==> config.mk <==
export PLATFORM = sky130hd
export DESIGN_NAME = reset_source_controller
export DESIGN_NICKNAME = d
export VERILOG_FILES = /design/src/verilog/reset_cause_pkg.sv /design/src/verilog/reset_source_controller.sv
export SDC_FILE = /design/constraint.sdc
export NUM_CORES = 1
export LEC_CHECK = 0
export ABC_AREA = 1
export BUFFER_PORTS_ARGS = -buffer_cell sky130_fd_sc_hd__buf_2
export CAP_MARGIN = 10
export CORE_MARGIN = 3
export CORE_UTILIZATION = 55
export DETAILED_ROUTE_END_ITERATION = 6
export GPL_TIMING_DRIVEN = 0
export PLACE_DENSITY = 0.85
export SLEW_MARGIN = 20
export SYNTH_ARGS = -nofsm -noshare
export SYNTH_HDL_FRONTEND = slang
export SYNTH_SLANG_ARGS = --single-unit
==> constraint.sdc <==
create_clock -name CLOCK_IN -period 2.61 [get_ports CLOCK_IN]
set_input_delay 0.3915 -clock CLOCK_IN [delete_from_list [all_inputs] [get_ports CLOCK_IN]]
set_output_delay 0.3915 -clock CLOCK_IN [all_outputs]
set_load 0.02 [all_outputs]
==> src/verilog/reset_cause_pkg.sv <==
// Constants, field layouts and carrier types for the reset source controller.
// Assumes one 125 MHz clock and an 8-bit special register bus.
package reset_cause_pkg;

  // ****************************************
  // Register addresses
  // ****************************************
  localparam logic [7:0] ADDR_MON_CTRL  = 8'hff;  // supply_monitor_control
  localparam logic [7:0] ADDR_RST_CAUSE = 8'hef;  // reset_cause_register

  // ****************************************
  // Field positions
  // ****************************************
  localparam int MON_EN_BIT   = 7;  // monitor_enable_bit
  localparam int MON_STAT_BIT = 6;  // supply_level_status
  localparam int BIT_PIN      = 0;  // pin_reset_flag
  localparam int BIT_POR      = 1;  // power_on_flag / monitor select
  localparam int BIT_MCD      = 2;  // lost_clock_flag / detector enable
  localparam int BIT_WDT      = 3;  // watchdog_reset_flag
  localparam int BIT_SW       = 4;  // soft_reset_flag / force
  localparam int BIT_CMP      = 5;  // comparator_reset_enable_flag
  localparam int BIT_FLASH    = 6;  // flash_fault_flag
  localparam int BIT_USB      = 7;  // bus_reset_flag / enable

  // ****************************************
  // Reset values and timing
  // ****************************************
  localparam logic [7:0] CAUSE_NONE     = 8'h00;  // No cause recorded
  localparam logic [7:0] CAUSE_POR      = 8'h02;  // Power-on cause pattern
  localparam logic [5:0] MON_UNUSED     = 6'h00;  // Unused monitor bits read
  localparam int         CLK_PERIOD_NS  = 8;      // 125 MHz
  localparam int         MCD_TIMEOUT_NS = 100000; // Lost clock time-out
  localparam int         MCD_CYCLES     = MCD_TIMEOUT_NS / CLK_PERIOD_NS;
  localparam int         WDT_DIVIDE     = 12;     // Watchdog tick divider
  localparam int         HOLD_CYCLES    = 16;     // Least reset length
  localparam int         WDT_LIMIT      = 256;    // Watchdog ticks to expiry

  // ****************************************
  // Carrier types
  // ****************************************
  typedef struct packed {
    logic       wr;     // Write strobe, one cycle
    logic       rd;     // Read strobe, one cycle
    logic [7:0] addr;   // Register address
    logic [7:0] wdata;  // Write data
  } sfr_req_t;

  typedef struct packed {
    logic usb;
    logic flash;
    logic cmp;
    logic sw;
    logic wdt;
    logic lost_clock_detector;
    logic por;
    logic pin;
  } cause_t;

  // One-hot sequencer states
  typedef enum logic [2:0] {
    ST_RUN     = 3'b001,
    ST_HOLD    = 3'b010,
    ST_RELEASE = 3'b100
  } seq_state_t;

endpackage : reset_cause_pkg

==> src/verilog/reset_source_controller.sv <==
// Reset source controller: gathers reset requests, sequences the system
// reset, records the cause and holds the supply monitor control register.
// Assumes all inputs are synchronous to CLOCK_IN and that NRST_IN is the
// power-on reset from the analog supervisor.
//
// Overview of operation
// - Monitor enable bit seven switches monitor
// - Monitor resets only when selected as source
// - Bit six shows live supply status
// - Monitor bits five to zero read zero
// - External pin low puts device in reset
// - Pin reset sets pin flag on exit
// - Lost clock detector resets on stalled clock
// - Lost clock flag set only after its reset
// - Writing detector bit enables or disables it
// - Only power-on and monitor resets drive reset pin low
// - Writing bit five selects comparator source
// - Selected comparator low holds device in reset
// - Comparator flag set only after its reset
// - Watchdog enabled after reset, clocked by twelve
// - Watchdog expiry resets and sets its flag
// - Illegal flash access causes system reset
// - Flash error reset sets bit six
// - Writing bit four forces reset, flags it
// - Selected bus resets on signalling or supply edge
// - Bus reset flag set after bus reset
// - Power-on or monitor reset sets bit one
// - Monitor enabled at power-on, kept otherwise
// - Cause register at address ef on all pages
`timescale 1ns/100ps
`default_nettype none

module reset_source_controller
  import reset_cause_pkg::*;
#(
  parameter int MCD_COUNT  = reset_cause_pkg::MCD_CYCLES,  // Lost clock time-out in cycles
  parameter int WDT_TICKS  = reset_cause_pkg::WDT_LIMIT,   // Watchdog expiry in ticks
  parameter int HOLD_COUNT = reset_cause_pkg::HOLD_CYCLES  // Least hold in reset
) (
  // Clock and power-on reset
  input  wire logic                     CLOCK_IN,
  input  wire logic                     NRST_IN,
  // Special register bus
  input  wire reset_cause_pkg::sfr_req_t SFR_REQ_IN,
  output logic [7:0]                    SFR_RDATA_OUT,
  // Reset pin, open drain
  input  wire logic                     RST_PIN_IN,
  output logic                          RST_PIN_OUT,
  output logic                          RST_PIN_OE_OUT,
  // Analog and peripheral sources
  input  wire logic                     SUPPLY_OK_IN,
  input  wire logic                     SYSCLK_LEVEL_IN,
  input  wire logic                     CMP_OUT_IN,
  input  wire logic                     WDT_SERVICE_IN,
  input  wire logic                     WDT_DISABLE_IN,
  input  wire logic                     FLASH_ERR_IN,
  input  wire logic                     FLASH_WRITE_IN,
  input  wire logic                     USB_ENABLED_IN,
  input  wire logic                     USB_BUS_RESET_IN,
  input  wire logic                     VBUS_IN,
  // System reset and monitor control
  output logic                          SYS_RST_N_OUT,
  output logic                          MON_ENABLE_OUT
);

  import reset_cause_pkg::*;

  // ****************************************
  // Declarations
  // ****************************************
  seq_state_t  state_q, state_d;       // Sequencer state
  logic [15:0] hold_q, hold_d;         // Cycles spent in reset
  cause_t      cause_q, cause_d;       // Cause latched at entry
  cause_t      flags_q, flags_d;       // Cause shown to software
  logic        mon_en_q, mon_en_d;     // Supply monitor on
  logic        mon_sel_q, mon_sel_d;   // Monitor selected as source
  logic        mcd_en_q, mcd_en_d;     // Lost clock detector on
  logic        cmp_en_q, cmp_en_d;     // Comparator selected
  logic        usb_en_q, usb_en_d;     // Bus reset selected
  logic        sw_req_q, sw_req_d;     // Software force pending
  logic [15:0] mcd_cnt_q, mcd_cnt_d;   // Time since last clock edge
  logic        clk_lvl_q, clk_lvl_d;   // Last seen system clock level
  logic [3:0]  div_q, div_d;           // Divide-by-twelve counter
  logic        wdt_en_q, wdt_en_d;     // Watchdog running
  logic [15:0] wdt_q, wdt_d;           // Watchdog ticks
  logic        vbus_q, vbus_d;         // Previous bus supply level
  logic [7:0]  rdata_q, rdata_d;       // Read data register
  cause_t      req;                    // Live reset requests
  logic        any_req;                // Any request present
  logic        level_req;              // Level requests still present
  logic        wdt_tick;               // One-cycle tick at clock / 12
  logic        running;                // Core out of reset

  // Narrowing helper for counters compared against integer parameters
  function automatic logic [15:0] to16(input int v);
    to16 = v[15:0];
  endfunction : to16

  // Picks a single cause, most fundamental first, so flags stay one-hot
  function automatic cause_t pick_one(input cause_t r);
    cause_t c;
    c = CAUSE_NONE;
    if (r.por)        c.por   = 1'b1;
    else if (r.pin)   c.pin   = 1'b1;
    else if (r.lost_clock_detector)   c.lost_clock_detector   = 1'b1;
    else if (r.cmp)   c.cmp   = 1'b1;
    else if (r.wdt)   c.wdt   = 1'b1;
    else if (r.flash) c.flash = 1'b1;
    else if (r.sw)    c.sw    = 1'b1;
    else if (r.usb)   c.usb   = 1'b1;
    pick_one = c;
  endfunction : pick_one

  assign running = state_q[0];

  // ****************************************
  // Request gathering
  // ****************************************
  // Combines each selectable source with its enable; inputs are synchronous so no filter
  always_comb begin
    req       = CAUSE_NONE;
    req.por   = mon_en_q && mon_sel_q && !SUPPLY_OK_IN;
    // Our own drive shows on the pin too, so it is ignored while driving
    req.pin   = !RST_PIN_IN && !RST_PIN_OE_OUT;
    req.lost_clock_detector   = mcd_en_q && (mcd_cnt_q >= to16(MCD_COUNT));
    req.cmp   = cmp_en_q && !CMP_OUT_IN;
    req.wdt   = wdt_en_q && (wdt_q >= to16(WDT_TICKS));
    req.flash = FLASH_ERR_IN || (FLASH_WRITE_IN && !mon_en_q);
    req.sw    = sw_req_q;
    req.usb   = usb_en_q && ((USB_BUS_RESET_IN && USB_ENABLED_IN) ||
                             (VBUS_IN != vbus_q));
    any_req   = |req;
    level_req = req.por || req.pin || req.cmp;
  end

  // ****************************************
  // Sequencer
  // ****************************************
  // Hold reset for a least time and while a level source persists
  always_comb begin
    state_d = state_q;
    hold_d  = hold_q;
    cause_d = cause_q;
    flags_d = flags_q;
    case (state_q)
      ST_RUN: begin
        hold_d = '0;
        if (any_req) begin
          state_d = ST_HOLD;
          cause_d = pick_one(req);
        end
      end
      ST_HOLD: begin
        // A level source restarts the hold so release follows its removal
        if (level_req) begin
          hold_d = '0;
        end else if (hold_q < to16(HOLD_COUNT)) begin
          hold_d = hold_q + 16'h0001;
        end else begin
          state_d = ST_RELEASE;
        end
      end
      ST_RELEASE: begin
        // Old flags are replaced whole, so only the latest cause shows
        flags_d = cause_q;
        state_d = ST_RUN;
      end
      default: begin
        state_d = ST_HOLD;
      end
    endcase
  end

  // Registers the sequencer; power-on reset records the power-on cause
  always_ff @(posedge CLOCK_IN or negedge NRST_IN) begin
    if (!NRST_IN) begin
      state_q <= ST_HOLD;
      hold_q  <= '0;
      cause_q <= CAUSE_POR;
      flags_q <= CAUSE_NONE;
    end else begin
      state_q <= state_d;
      hold_q  <= hold_d;
      cause_q <= cause_d;
      flags_q <= flags_d;
    end
  end

  // ****************************************
  // Control bits and register writes
  // ****************************************
  // Writes take effect only while the core runs
  always_comb begin
    mon_en_d  = mon_en_q;
    mon_sel_d = mon_sel_q;
    mcd_en_d  = mcd_en_q;
    cmp_en_d  = cmp_en_q;
    usb_en_d  = usb_en_q;
    sw_req_d  = 1'b0;
    if (running && SFR_REQ_IN.wr) begin
      if (SFR_REQ_IN.addr == ADDR_MON_CTRL) begin
        mon_en_d = SFR_REQ_IN.wdata[MON_EN_BIT];
      end else if (SFR_REQ_IN.addr == ADDR_RST_CAUSE) begin
        mon_sel_d = SFR_REQ_IN.wdata[BIT_POR];
        mcd_en_d  = SFR_REQ_IN.wdata[BIT_MCD];
        cmp_en_d  = SFR_REQ_IN.wdata[BIT_CMP];
        usb_en_d  = SFR_REQ_IN.wdata[BIT_USB];
        sw_req_d  = SFR_REQ_IN.wdata[BIT_SW];
      end
    end
    // Detector, comparator and bus drop out after a reset for firmware to select again; power-on reselects the monitor
    if (state_q == ST_RELEASE) begin
      mcd_en_d = 1'b0;
      cmp_en_d = 1'b0;
      usb_en_d = 1'b0;
      if (cause_q.por) begin
        mon_sel_d = 1'b1;
      end
    end
  end

  // Monitor enable comes up on only at power-on and survives other resets
  always_ff @(posedge CLOCK_IN or negedge NRST_IN) begin
    if (!NRST_IN) begin
      mon_en_q  <= 1'b1;
      mon_sel_q <= 1'b1;
      mcd_en_q  <= 1'b0;
      cmp_en_q  <= 1'b0;
      usb_en_q  <= 1'b0;
      sw_req_q  <= 1'b0;
    end else begin
      mon_en_q  <= mon_en_d;
      mon_sel_q <= mon_sel_d;
      mcd_en_q  <= mcd_en_d;
      cmp_en_q  <= cmp_en_d;
      usb_en_q  <= usb_en_d;
      sw_req_q  <= sw_req_d;
    end
  end

  // ****************************************
  // Lost clock detector and bus supply edge
  // ****************************************
  // Any change of the watched clock level retriggers the one-shot
  always_comb begin
    clk_lvl_d = SYSCLK_LEVEL_IN;
    vbus_d    = VBUS_IN;
    mcd_cnt_d = mcd_cnt_q;
    if (!running || !mcd_en_q || (SYSCLK_LEVEL_IN != clk_lvl_q)) begin
      mcd_cnt_d = '0;
    end else if (mcd_cnt_q < to16(MCD_COUNT)) begin
      mcd_cnt_d = mcd_cnt_q + 16'h0001;
    end
  end

  // Registers detector state
  always_ff @(posedge CLOCK_IN or negedge NRST_IN) begin
    if (!NRST_IN) begin
      clk_lvl_q <= 1'b0;
      vbus_q    <= 1'b0;
      mcd_cnt_q <= '0;
    end else begin
      clk_lvl_q <= clk_lvl_d;
      vbus_q    <= vbus_d;
      mcd_cnt_q <= mcd_cnt_d;
    end
  end

  // ****************************************
  // Watchdog
  // ****************************************
  assign wdt_tick = (div_q == 4'(WDT_DIVIDE - 1));

  // Tick divider, watchdog count, service and disable
  always_comb begin
    div_d    = wdt_tick ? 4'h0 : div_q + 4'h1;
    wdt_en_d = wdt_en_q;
    wdt_d    = wdt_q;
    if (!running) begin
      wdt_en_d = 1'b1;
      wdt_d    = '0;
      div_d    = 4'h0;
    end else if (WDT_DISABLE_IN) begin
      wdt_en_d = 1'b0;
      wdt_d    = '0;
    end else if (WDT_SERVICE_IN) begin
      wdt_d = '0;
    end else if (wdt_en_q && wdt_tick && (wdt_q < to16(WDT_TICKS))) begin
      wdt_d = wdt_q + 16'h0001;
    end
  end

  // Registers the watchdog
  always_ff @(posedge CLOCK_IN or negedge NRST_IN) begin
    if (!NRST_IN) begin
      div_q    <= 4'h0;
      wdt_en_q <= 1'b1;
      wdt_q    <= '0;
    end else begin
      div_q    <= div_d;
      wdt_en_q <= wdt_en_d;
      wdt_q    <= wdt_d;
    end
  end

  // ****************************************
  // Register read
  // ****************************************
  // Read data registered one cycle after the read strobe
  always_comb begin
    rdata_d = 8'h00;
    if (SFR_REQ_IN.rd) begin
      case (SFR_REQ_IN.addr)
        ADDR_MON_CTRL:  rdata_d = {mon_en_q, SUPPLY_OK_IN, MON_UNUSED};
        ADDR_RST_CAUSE: rdata_d = flags_q;
        default:        rdata_d = 8'h00;
      endcase
    end
  end

  // Registers read data
  always_ff @(posedge CLOCK_IN or negedge NRST_IN) begin
    if (!NRST_IN) begin
      rdata_q <= 8'h00;
    end else begin
      rdata_q <= rdata_d;
    end
  end

  // ****************************************
  // Outputs
  // ****************************************
  assign SFR_RDATA_OUT  = rdata_q;
  assign SYS_RST_N_OUT  = running;
  assign MON_ENABLE_OUT = mon_en_q;
  assign RST_PIN_OUT    = 1'b0;
  // Only a power-on or monitor reset pulls the pin; all others leave it
  assign RST_PIN_OE_OUT = state_q[1] && cause_q.por;

endmodule : reset_source_controller

`default_nettype wire

* After elaboration in Yosys (flattened, before gate mapping)
Cells that the tools add are included.
** Storage, ports and cells
- Bits in registers :: 88
- Bits of input ports :: 31
- Output and inout bits :: 12
- Word-level logic and storage cells :: 149
** Operators by class
- $add $sub $neg :: 4
- $lt $le $gt $ge :: 5
- Equality and inequality tests :: 15
- Muxes and demuxes :: 58
- Reductions and logical operators :: 36
** Operator list (count)
- $mux 16 :: 8
- $add 16x1->16 const B :: 3
- $mux 1 :: 35
- $pmux 16 s2 :: 1
- $eq 8x8->1 const B :: 2
- $ge 16x14->1 const B :: 1
- $ge 16x9->1 const B :: 1
- $lt 16x14->1 const B :: 1
- $lt 16x5->1 const B :: 1
- $lt 16x9->1 const B :: 1
- $pmux 8 s2 :: 1
- $logic_and 1x1->1 :: 13
- $mux 6 :: 2
- $mux 3 :: 3
- $pmux 3 s3 :: 1
- $mux 4 :: 2
- $mux 8 :: 1
- $ne 2x2->1 const B :: 4
- $reduce_bool 2->1 :: 4
- $reduce_or 8->1 :: 1
- $logic_not 1->1 :: 7
- $logic_or 1x1->1 :: 6
- $mux 2 :: 3
- $reduce_and 2->1 :: 3
- other kinds (11) :: 13

* Depth between registers and ports, before layout
Gate-level depths: netlist of the first run.
- Depth after elaboration :: 11
- Depth in mapped cells :: 11

* Worst setup path after synthesis of the first run
Ideal clock, no wire load.
- Kind :: reg2reg
- Start point :: register state_q[0]
- End point :: register cmp_en_q
- Data arrival time :: 1437 ps
- Required time :: 2481 ps
- Path slack :: 1044 ps
- Stages on the path, launching flop included :: 6
- Path buffers :: 1
- Clock period less this slack :: 1566 ps
- Cells stage by stage :: dfrtp_1 > buf_2 > nor3_1 > inv_1 > nand3_1 > o21ai_0
** On the way
- Longest elaborated chain between the ends :: 3
- Elaborated cells on any way between the ends :: 7
** RTL lines
- start, declared :: line reset_source_controller.sv:71 : seq_state_t state_q, state_d;
- start signal, assigned :: line reset_source_controller.sv:182 : state_q <= state_d;
- $eq 3x3->1 or $logic_and 1x1->1 (tied branches) :: line reset_source_controller.sv:212, reset_source_controller.sv:200
- $ne 2x1->1 (no line) or $reduce_bool 2->1 (tied branches)
- $reduce_and 3->1 (no line)
- end signal, assigned :: line reset_source_controller.sv:235 : cmp_en_q <= cmp_en_d;
- end, declared :: line reset_source_controller.sv:78 : logic cmp_en_q, cmp_en_d;
Several ways; a longest one is shown, not always the timed one.
A chain may end at the register's enable or synchronous reset.

* Final worst setup path of the first run
Same ends and word-level chain as after synthesis.

==> results of run 1 <==
-- final cells by class --
type | count | area share (%)
Buffer | 8 | 1.16
Clock buffer | 9 | 2.62
Clock inverter | 7 | 2.17
Inverter | 86 | 6.88
Multi-Input combinational cell | 319 | 33.0
Sequential cell | 88 | 46.7
Tap cell | 99 | 2.62
Timing Repair Buffer | 40 | 4.87
-- layer usage --
layer  share of wire, %  up-vias  routed length (um)  GRT usage, %
li1                   -     1667                   -             -
met1                 44     1581                3620          26.2
met2                 52       60                4290          34.7
met3                2.5       15                 208          3.25
met4                2.0        0                 162          9.89
met5                  0        -                   0             0
-- final timing paths --
kind,depth (start not counted),end,slack (ps),start
worst max register to register,5,cmp_en_q,730,state_q[0]
worst min register to register,2,cause_q[3],490,cause_q[3]
min in group asynchronous,2,wdt_q[13],520,NRST_IN
worst min-delay path,1,vbus_q,170,VBUS_IN
max in group asynchronous,3,state_q[1],1410,NRST_IN
worst max-delay path,5,cmp_en_q,730,state_q[0]
-- timing repair --
action                    CTS  global route
buffers inserted            0             0
hold endpoints to repair   34             0
gates resized for setup     0             0
hold buffers                1             0
-- where the power goes --
part / leakage (nW) / total (mW) / internal, mW / switching, mW
clock network: 0.110 / 1.05 / 0.549 / 0.499
logic: 0.956 / 0.0871 / 0.0312 / 0.0559
registers: 1.21 / 1.37 / 1.37 / 0.00231
-- Yosys cell counts, drive strengths merged --
cell type,n
nor2,77
o31ai,1
nor3b,2
xnor2,2
inv,86
nor4,1
dfstp,5
a21oi,14
xor2,3
nand4,16
ha,6
a21o,1
dfrtp,83
nor3,9
or2,1
nand2,112
buf,8
o21bai,1
o21ai,37
nand3,35
conb,1
-- cell usage in the layout, fill, tap and decap left out, types with 2 or more instances in the layout --
cell type,Yosys,routed
sky130_fd_sc_hd__inv_1,82,82
sky130_fd_sc_hd__inv_6,0,2
sky130_fd_sc_hd__bufinv_16,0,2
sky130_fd_sc_hd__xor2_1,3,3
sky130_fd_sc_hd__buf_4,1,2
sky130_fd_sc_hd__nand3_1,35,35
sky130_fd_sc_hd__a21oi_1,14,14
sky130_fd_sc_hd__buf_6,2,2
sky130_fd_sc_hd__ha_1,6,6
sky130_fd_sc_hd__clkbuf_8,0,9
sky130_fd_sc_hd__o21ai_0,35,35
sky130_fd_sc_hd__clkinv_4,0,2
sky130_fd_sc_hd__nand2_2,5,5
sky130_fd_sc_hd__dfrtp_1,83,83
sky130_fd_sc_hd__nor3_1,7,7
sky130_fd_sc_hd__nand4_1,16,16
sky130_fd_sc_hd__nor2_4,3,3
sky130_fd_sc_hd__o21ai_1,2,2
sky130_fd_sc_hd__nand2_1,105,105
sky130_fd_sc_hd__buf_2,5,42
sky130_fd_sc_hd__nor2_2,11,11
sky130_fd_sc_hd__dfstp_2,5,5
sky130_fd_sc_hd__nand2_4,2,2
sky130_fd_sc_hd__xnor2_1,2,2
sky130_fd_sc_hd__nor3_4,2,2
sky130_fd_sc_hd__inv_2,3,3
sky130_fd_sc_hd__nor3b_1,2,2
sky130_fd_sc_hd__nor2_1,63,63
-- sequential cells by signal (all words and copies together) (netlist names), 3 cells and up --
register,flops
state_q,3
wdt_q,16
SFR_RDATA_OUT,8
cause_q,8
flags_q,8
hold_q,16
div_q,4
mcd_cnt_q,16
-- kinds of logic after synthesis --
| family | after synthesis | share of synthesized area, % |
|---|---|---|
| buffers and inverters | 94 | 9.17 |
| XOR/XNOR | 5 | 1.06 |
| adder cells (fa/ha/maj) | 6 | 1.81 |
| flip-flops | 88 | 53.3 |
| other | 1 | 0.0904 |
| AND/OR/NAND/NOR | 253 | 27.9 |
| AO/OA/AOI/OAI | 54 | 6.70 |
-- per-stage QoR --
stage                     setup slack (ps)  hold slack [ps]  util, %  instance area [um^2]
after global placement                 440              442     61.2                  4460
after CTS                              732              144     64.8                  4730
after global routing                   551              151     64.8                  4730
after floorplan                       1040             95.9        -                  4150
final                                  733              166     64.8                  4730
after detailed placement               781              385     61.6                  4490
==> impl_summary.log, run 1 <==
INFO  metric critical_path_capture_point_type = flop
INFO  metric max-slew-margin-rel = 52.3%
INFO  metric power.ir.vdd_worst = 0.326 mV
INFO  metric final_hold_viol_count = 0
INFO  metric max_cap_viol_count = 0
INFO  metric fin_cells = 656
INFO  metric worst-slew-pin-transition = 711 ps
INFO  metric first_global_vias = 3225
INFO  metric antenna_cells_inserted = 0
INFO  metric synth_cells = 501
INFO  metric largest_net_degree_at_the_start_of_global_routing = 53
INFO  metric fin_skew = 15.7 ps
INFO  metric ctsRootBufferMaster = sky130_fd_sc_hd__clkbuf_8
INFO  metric final.setup.tns = 0 ps
INFO  metric power_density = 529 mW/mm^2
INFO  metric die_h = 92.8 um
INFO  metric wire_per_inst = 12.6 um
INFO  metric number_of_cts_inserted_buffers = 9
INFO  metric clock_sink_count = 88
INFO  metric critical-path-slowest-cell = sky130_fd_sc_hd__nor3_1
INFO  metric grt_first_pass_wirelength = 14.2 mm
INFO  metric cp_top_family = simple AND/OR/NAND/NOR gates
INFO  metric synth.yosys.warnings = 0
INFO  metric ys_seq_area_share = 53.3%
INFO  metric worst-setup-path-type = flop to flop
INFO  metric mapped_cell_area = 0.00415 mm^2
INFO  metric drive_gt1_share = 17.2%
INFO  metric io_buffers = 38
INFO  metric place_congestion = 0.887
INFO  metric clk_pin_slew = 90 ps
INFO  metric worstPathRequired = 2830 ps
INFO  metric start_util = 56.9%
INFO  metric setup_viol_count_final = 0
INFO  metric timing.final.crit_share = 71.9%
INFO  metric max_clock_freq = 0.533 GHz
INFO  metric cts.path.max_buffers = 2
INFO  metric ys_types = 31
INFO  metric post-synth-top-area-cell = sky130_fd_sc_hd__dfrtp_1
INFO  metric syn_avg_cell_area = 8.28 um^2
INFO  metric cp_cell_sequence = buf_2 > nor3_1 > inv_1 > nand3_1 > o21ai_0
INFO  metric start_kind = flop
INFO  metric drcViolationCount = 0
INFO  metric track_usage = 20.7%
INFO  metric route.vias.total = 3323
INFO  metric overall_power = 2.50 mW
INFO  metric detailed_place_hpwl = 5.96 mm
INFO  metric rsz0062_at_grt = no
INFO  metric layout.area.seq = 0.00221 mm^2
INFO  metric worst-path-max-fanout = 9
INFO  metric overflow = 0
INFO  metric ant_nets = 0
INFO  metric outcome = complete, no violations
INFO  metric static-leakage-power = 2.27 nW
INFO  metric worst-endpoint-arrival = 2100 ps
INFO  metric placedCellCount = 639
INFO  metric synthToLayoutAreaGrowth = 14.0%
INFO  metric hold_path_class = input pin to flop
INFO  metric cts_max_level = 3
INFO  metric report.final.slew_viol_count = 0
INFO  metric cts_tree = yes
INFO  metric multi_input_comb_area = 0.00156 mm^2
INFO  metric synth.net_count = 538
INFO  metric io-pin-count = 43
INFO  metric floorplan.rows = 31
INFO  metric placeable_core_region = 0.00729 mm^2
INFO  metric layout_min_cycle_time = 1880 ps
INFO  metric overall_routed_net_length = 8.28 mm
INFO  metric clock_insertion_delay_worst_skew = 360 ps
INFO  metric synth_seq_cells = 88
INFO  metric drt_pre_antenna_iters = 5
INFO  metric route.detailed.vias_per_inst = 5.07
INFO  metric path_buf_inv = 2
INFO  metric filler_cell_count = 614
INFO  metric first_iter_violations = 242
INFO  metric antenna_found_initial = 0
INFO  metric floorplan.die_area = 0.00862 mm^2
INFO  metric die_w = 92.8 um
INFO  metric synth_area_leaders = sky130_fd_sc_hd__dfrtp_1 (50%), sky130_fd_sc_hd__nand2_1 (9.5%), sky130_fd_sc_hd__inv_1 (7.4%)
INFO  metric synth_largest_type_area_fraction = 50.1%
INFO  metric critical-path-max-stage-delay = 620 ps
INFO  metric nets = 589
(Power assumes the default switching activity.)
==> inputs of run 2 (changes only) <==
Clock period 2.61 ns to 1.78 ns, I/O delays scaled along.
==> run 2 against run 1 <==
Design area rose by 1.2%. Non-clock buffer count rose by 5. Clock power rose by 48%. Largest cell class unchanged. Highest routed layer unchanged.
==> impl_summary.log, run 2 (synthesis results as in run 1) <==
INFO  metric max-slew-margin-rel = 66.1% (was 52.3%)
INFO  metric floorplan.rows = 31 (unchanged)
INFO  metric detailed_place_hpwl = 5.96 mm (unchanged)
INFO  metric drive_gt1_share = 18.7% (was 17.2%)
INFO  metric clock_sink_count = 88 (unchanged)
INFO  metric route.detailed.vias_per_inst = 5.08 (was 5.07)
INFO  metric route.vias.total = 3358 (was 3323)
INFO  metric largest_net_degree_at_the_start_of_global_routing = 53 (unchanged)
INFO  metric overflow = 0 (unchanged)
INFO  metric track_usage = 20.7% (about the same)
INFO  metric cp_cell_sequence = buf_2 > inv_4 > nand3_1 > inv_4 > nand3_1 > nand2_2 > nor2_4 > buf_6 > nand2_1 > o21ai_0 (was buf_2 > nor3_1 > inv_1 > nand3_1 > o21ai_0)
INFO  metric number_of_cts_inserted_buffers = 9 (unchanged)
INFO  metric grt_first_pass_wirelength = 14.2 mm (about the same)
INFO  metric nets = 594 (was 589)
INFO  metric max_clock_freq = 0.601 GHz (was 0.533 GHz)
INFO  metric wire_per_inst = 12.9 um (was 12.6 um)
INFO  metric critical-path-slowest-cell = sky130_fd_sc_hd__dfrtp_1 (was sky130_fd_sc_hd__nor3_1)
INFO  metric power_density = 770 mW/mm^2 (was 529 mW/mm^2)
INFO  metric layout_top_registers = hold_q x16, mcd_cnt_q x16, wdt_q x16 (unchanged)
INFO  metric drt_pre_antenna_iters = 5 (unchanged)
INFO  metric finalCoreUtilization = 65.6% (was 64.8%)
INFO  metric report.final.slew_viol_count = 0 (unchanged)
INFO  metric start_kind = flop (unchanged)
INFO  metric start_util = 56.9% (unchanged)
INFO  metric worst-setup-path-type = flop to flop (unchanged)
INFO  metric die_w = 92.8 um (unchanged)
INFO  metric ant_nets = 0 (unchanged)
INFO  metric io-pin-count = 43 (unchanged)
INFO  metric cts.path.max_buffers = 2 (unchanged)
INFO  metric fin_skew = 13.5 ps (was 15.7 ps)
INFO  metric max_cap_viol_count = 0 (unchanged)
INFO  metric synthToLayoutAreaGrowth = 15.4% (was 14.0%)
INFO  metric path_buf_inv = 4 (was 2)
INFO  metric clock_insertion_delay_worst_skew = 360 ps (about the same)
INFO  metric r2r_setup_slack = 120 ps (was 730 ps)
INFO  metric cts_tree = yes (unchanged)
INFO  metric setup_viol_count_final = 0 (unchanged)
INFO  metric most-common-layout-cells = sky130_fd_sc_hd__nand2_1 (104), sky130_fd_sc_hd__dfrtp_1 (82), sky130_fd_sc_hd__inv_1 (82), sky130_fd_sc_hd__nor2_1 (63), sky130_fd_sc_hd__buf_2 (41) (was sky130_fd_sc_hd__nand2_1 (105), sky130_fd_sc_hd__dfrtp_1 (83), sky130_fd_sc_hd__inv_1 (82), sky130_fd_sc_hd__nor2_1 (63), sky130_fd_sc_hd__buf_2 (42))
INFO  metric antenna_cells_inserted = 0 (unchanged)
INFO  metric ctsRootBufferMaster = sky130_fd_sc_hd__clkbuf_8 (unchanged)
INFO  metric final_hold_viol_count = 0 (unchanged)
INFO  metric drcViolationCount = 0 (unchanged)
INFO  metric overall_routed_net_length = 8.54 mm (was 8.28 mm)
INFO  metric cts_max_level = 3 (unchanged)
INFO  metric outcome = complete, no violations (unchanged)
INFO  metric first_global_vias = 3224 (was 3225)
INFO  metric final_common_cell = sky130_fd_sc_hd__nand2_1 (unchanged)
INFO  metric critical-path-max-stage-delay = 410 ps (was 620 ps)
INFO  metric placeable_core_region = 0.00729 mm^2 (unchanged)
INFO  metric critical_path_capture_point_type = flop (unchanged)
INFO  metric worst-path-max-fanout = 10 (was 9)
INFO  metric place_congestion = 0.887 (unchanged)
INFO  metric layout_min_cycle_time = 1660 ps (was 1880 ps)
INFO  metric postLayoutCellArea = 0.00478 mm^2 (was 0.00473 mm^2)
INFO  metric timing.final.crit_share = 93.5% (was 71.9%)
INFO  metric die_h = 92.8 um (unchanged)
INFO  metric first_iter_violations = 211 (was 242)
INFO  metric hold_path_class = input pin to flop (unchanged)
INFO  metric fin_hold_ws = 41.1 ps (was 166 ps)
INFO  metric worst-slew-pin-transition = 507 ps (was 711 ps)
INFO  metric worstPathRequired = 2010 ps (was 2830 ps)
INFO  metric post_dp_cell_area = 0.00449 mm^2 (unchanged)
INFO  metric static-leakage-power = 2.30 nW (was 2.27 nW)
INFO  metric io_buffers = 38 (unchanged)
INFO  metric cp_top_family = buffers and inverters (was simple AND/OR/NAND/NOR gates)
INFO  metric power.ir.vdd_worst = 0.485 mV (was 0.326 mV)
INFO  metric antenna_found_initial = 0 (unchanged)
INFO  metric floorplan.die_area = 0.00862 mm^2 (unchanged)
INFO  metric clk_pin_slew = 90 ps (about the same)
INFO  metric rsz0062_at_grt = no (unchanged)
INFO  metric worst-endpoint-arrival = 1890 ps (was 2100 ps)
## run 2: cell count changes in the layout (fill, tap and decap cells not counted), sizes merged
cell / delta
clkbuf: +1
buf: +4
## run 2: report_power, final
group	internal, mW	switching (mW)
Sequential	2.00	0.00347
Combinational	0.0458	0.0826
Clock	0.805	0.742
## run 2: cell type report
class,instances,area [um^2]
fillers,600,2510
well taps,99,124
multi-input cells,319,1570
flip-flops and latches,88,2210
plain buffers,8,57.6
clock buffers,9,124
clock inverters,7,103
inverters,86,328
repair buffers,45,268
## run 2: worst reg2reg max path, stage by stage, from the launching register on
cell                      delay, ps
sky130_fd_sc_hd__dfrtp_1        410
sky130_fd_sc_hd__buf_2          210
sky130_fd_sc_hd__inv_4          110
sky130_fd_sc_hd__nand3_1        130
sky130_fd_sc_hd__inv_4          140
sky130_fd_sc_hd__nand3_1        110
sky130_fd_sc_hd__nand2_2        120
sky130_fd_sc_hd__nor2_4          40
sky130_fd_sc_hd__buf_6          150
sky130_fd_sc_hd__nand2_1         50
sky130_fd_sc_hd__o21ai_0         80
## run 2: final timing paths
kind / start / to / cells after the start
worst max-delay path: state_q[0] / hold_q[4] / 10
worst min-delay path: VBUS_IN / vbus_q / 1
worst max register to register: state_q[0] / hold_q[4] / 10
worst min register to register: cause_q[3] / cause_q[3] / 2
max in group asynchronous: NRST_IN / mon_sel_q / 3
min in group asynchronous: NRST_IN / wdt_q[13] / 2
## run 2: layer usage
metal,GRT usage (%),vias to the layer above,wire length [um]
met2,34.7,72,4400
met3,3.25,13,233
met4,9.89,0,159
li1,-,1668,-
met5,0,-,0
met1,26.1,1605,3750
## run 2: what timing repair did
| action | 4_1_cts | 5_1_grt |
|---|---|---|
| hold buffers | 1 | 0 |
| gates resized for setup | 1 | 7 |
| cloned | 0 | 0 |
| endpoints found under the setup margin | 6 | 20 |
| setup buffers | 0 | 5 |
| hold endpoints to repair | 34 | 0 |
## run 2: through the flow
stage / total power, mW / std cells / setup WS [ps] / setup TNS [ps]
6_report: 3.68 / 661 / 116 / 0
5_1_grt: 3.80 / 661 / 3.82 / 0
4_1_cts: 3.71 / 656 / 60.2 / 0
3_5_place_dp: 2.17 / 639 / -49.1 / -133
3_3_place_gp: 2.16 / 638 / -265 / -21860
2_1_floorplan: 2.08 / 501 / 214 / 0
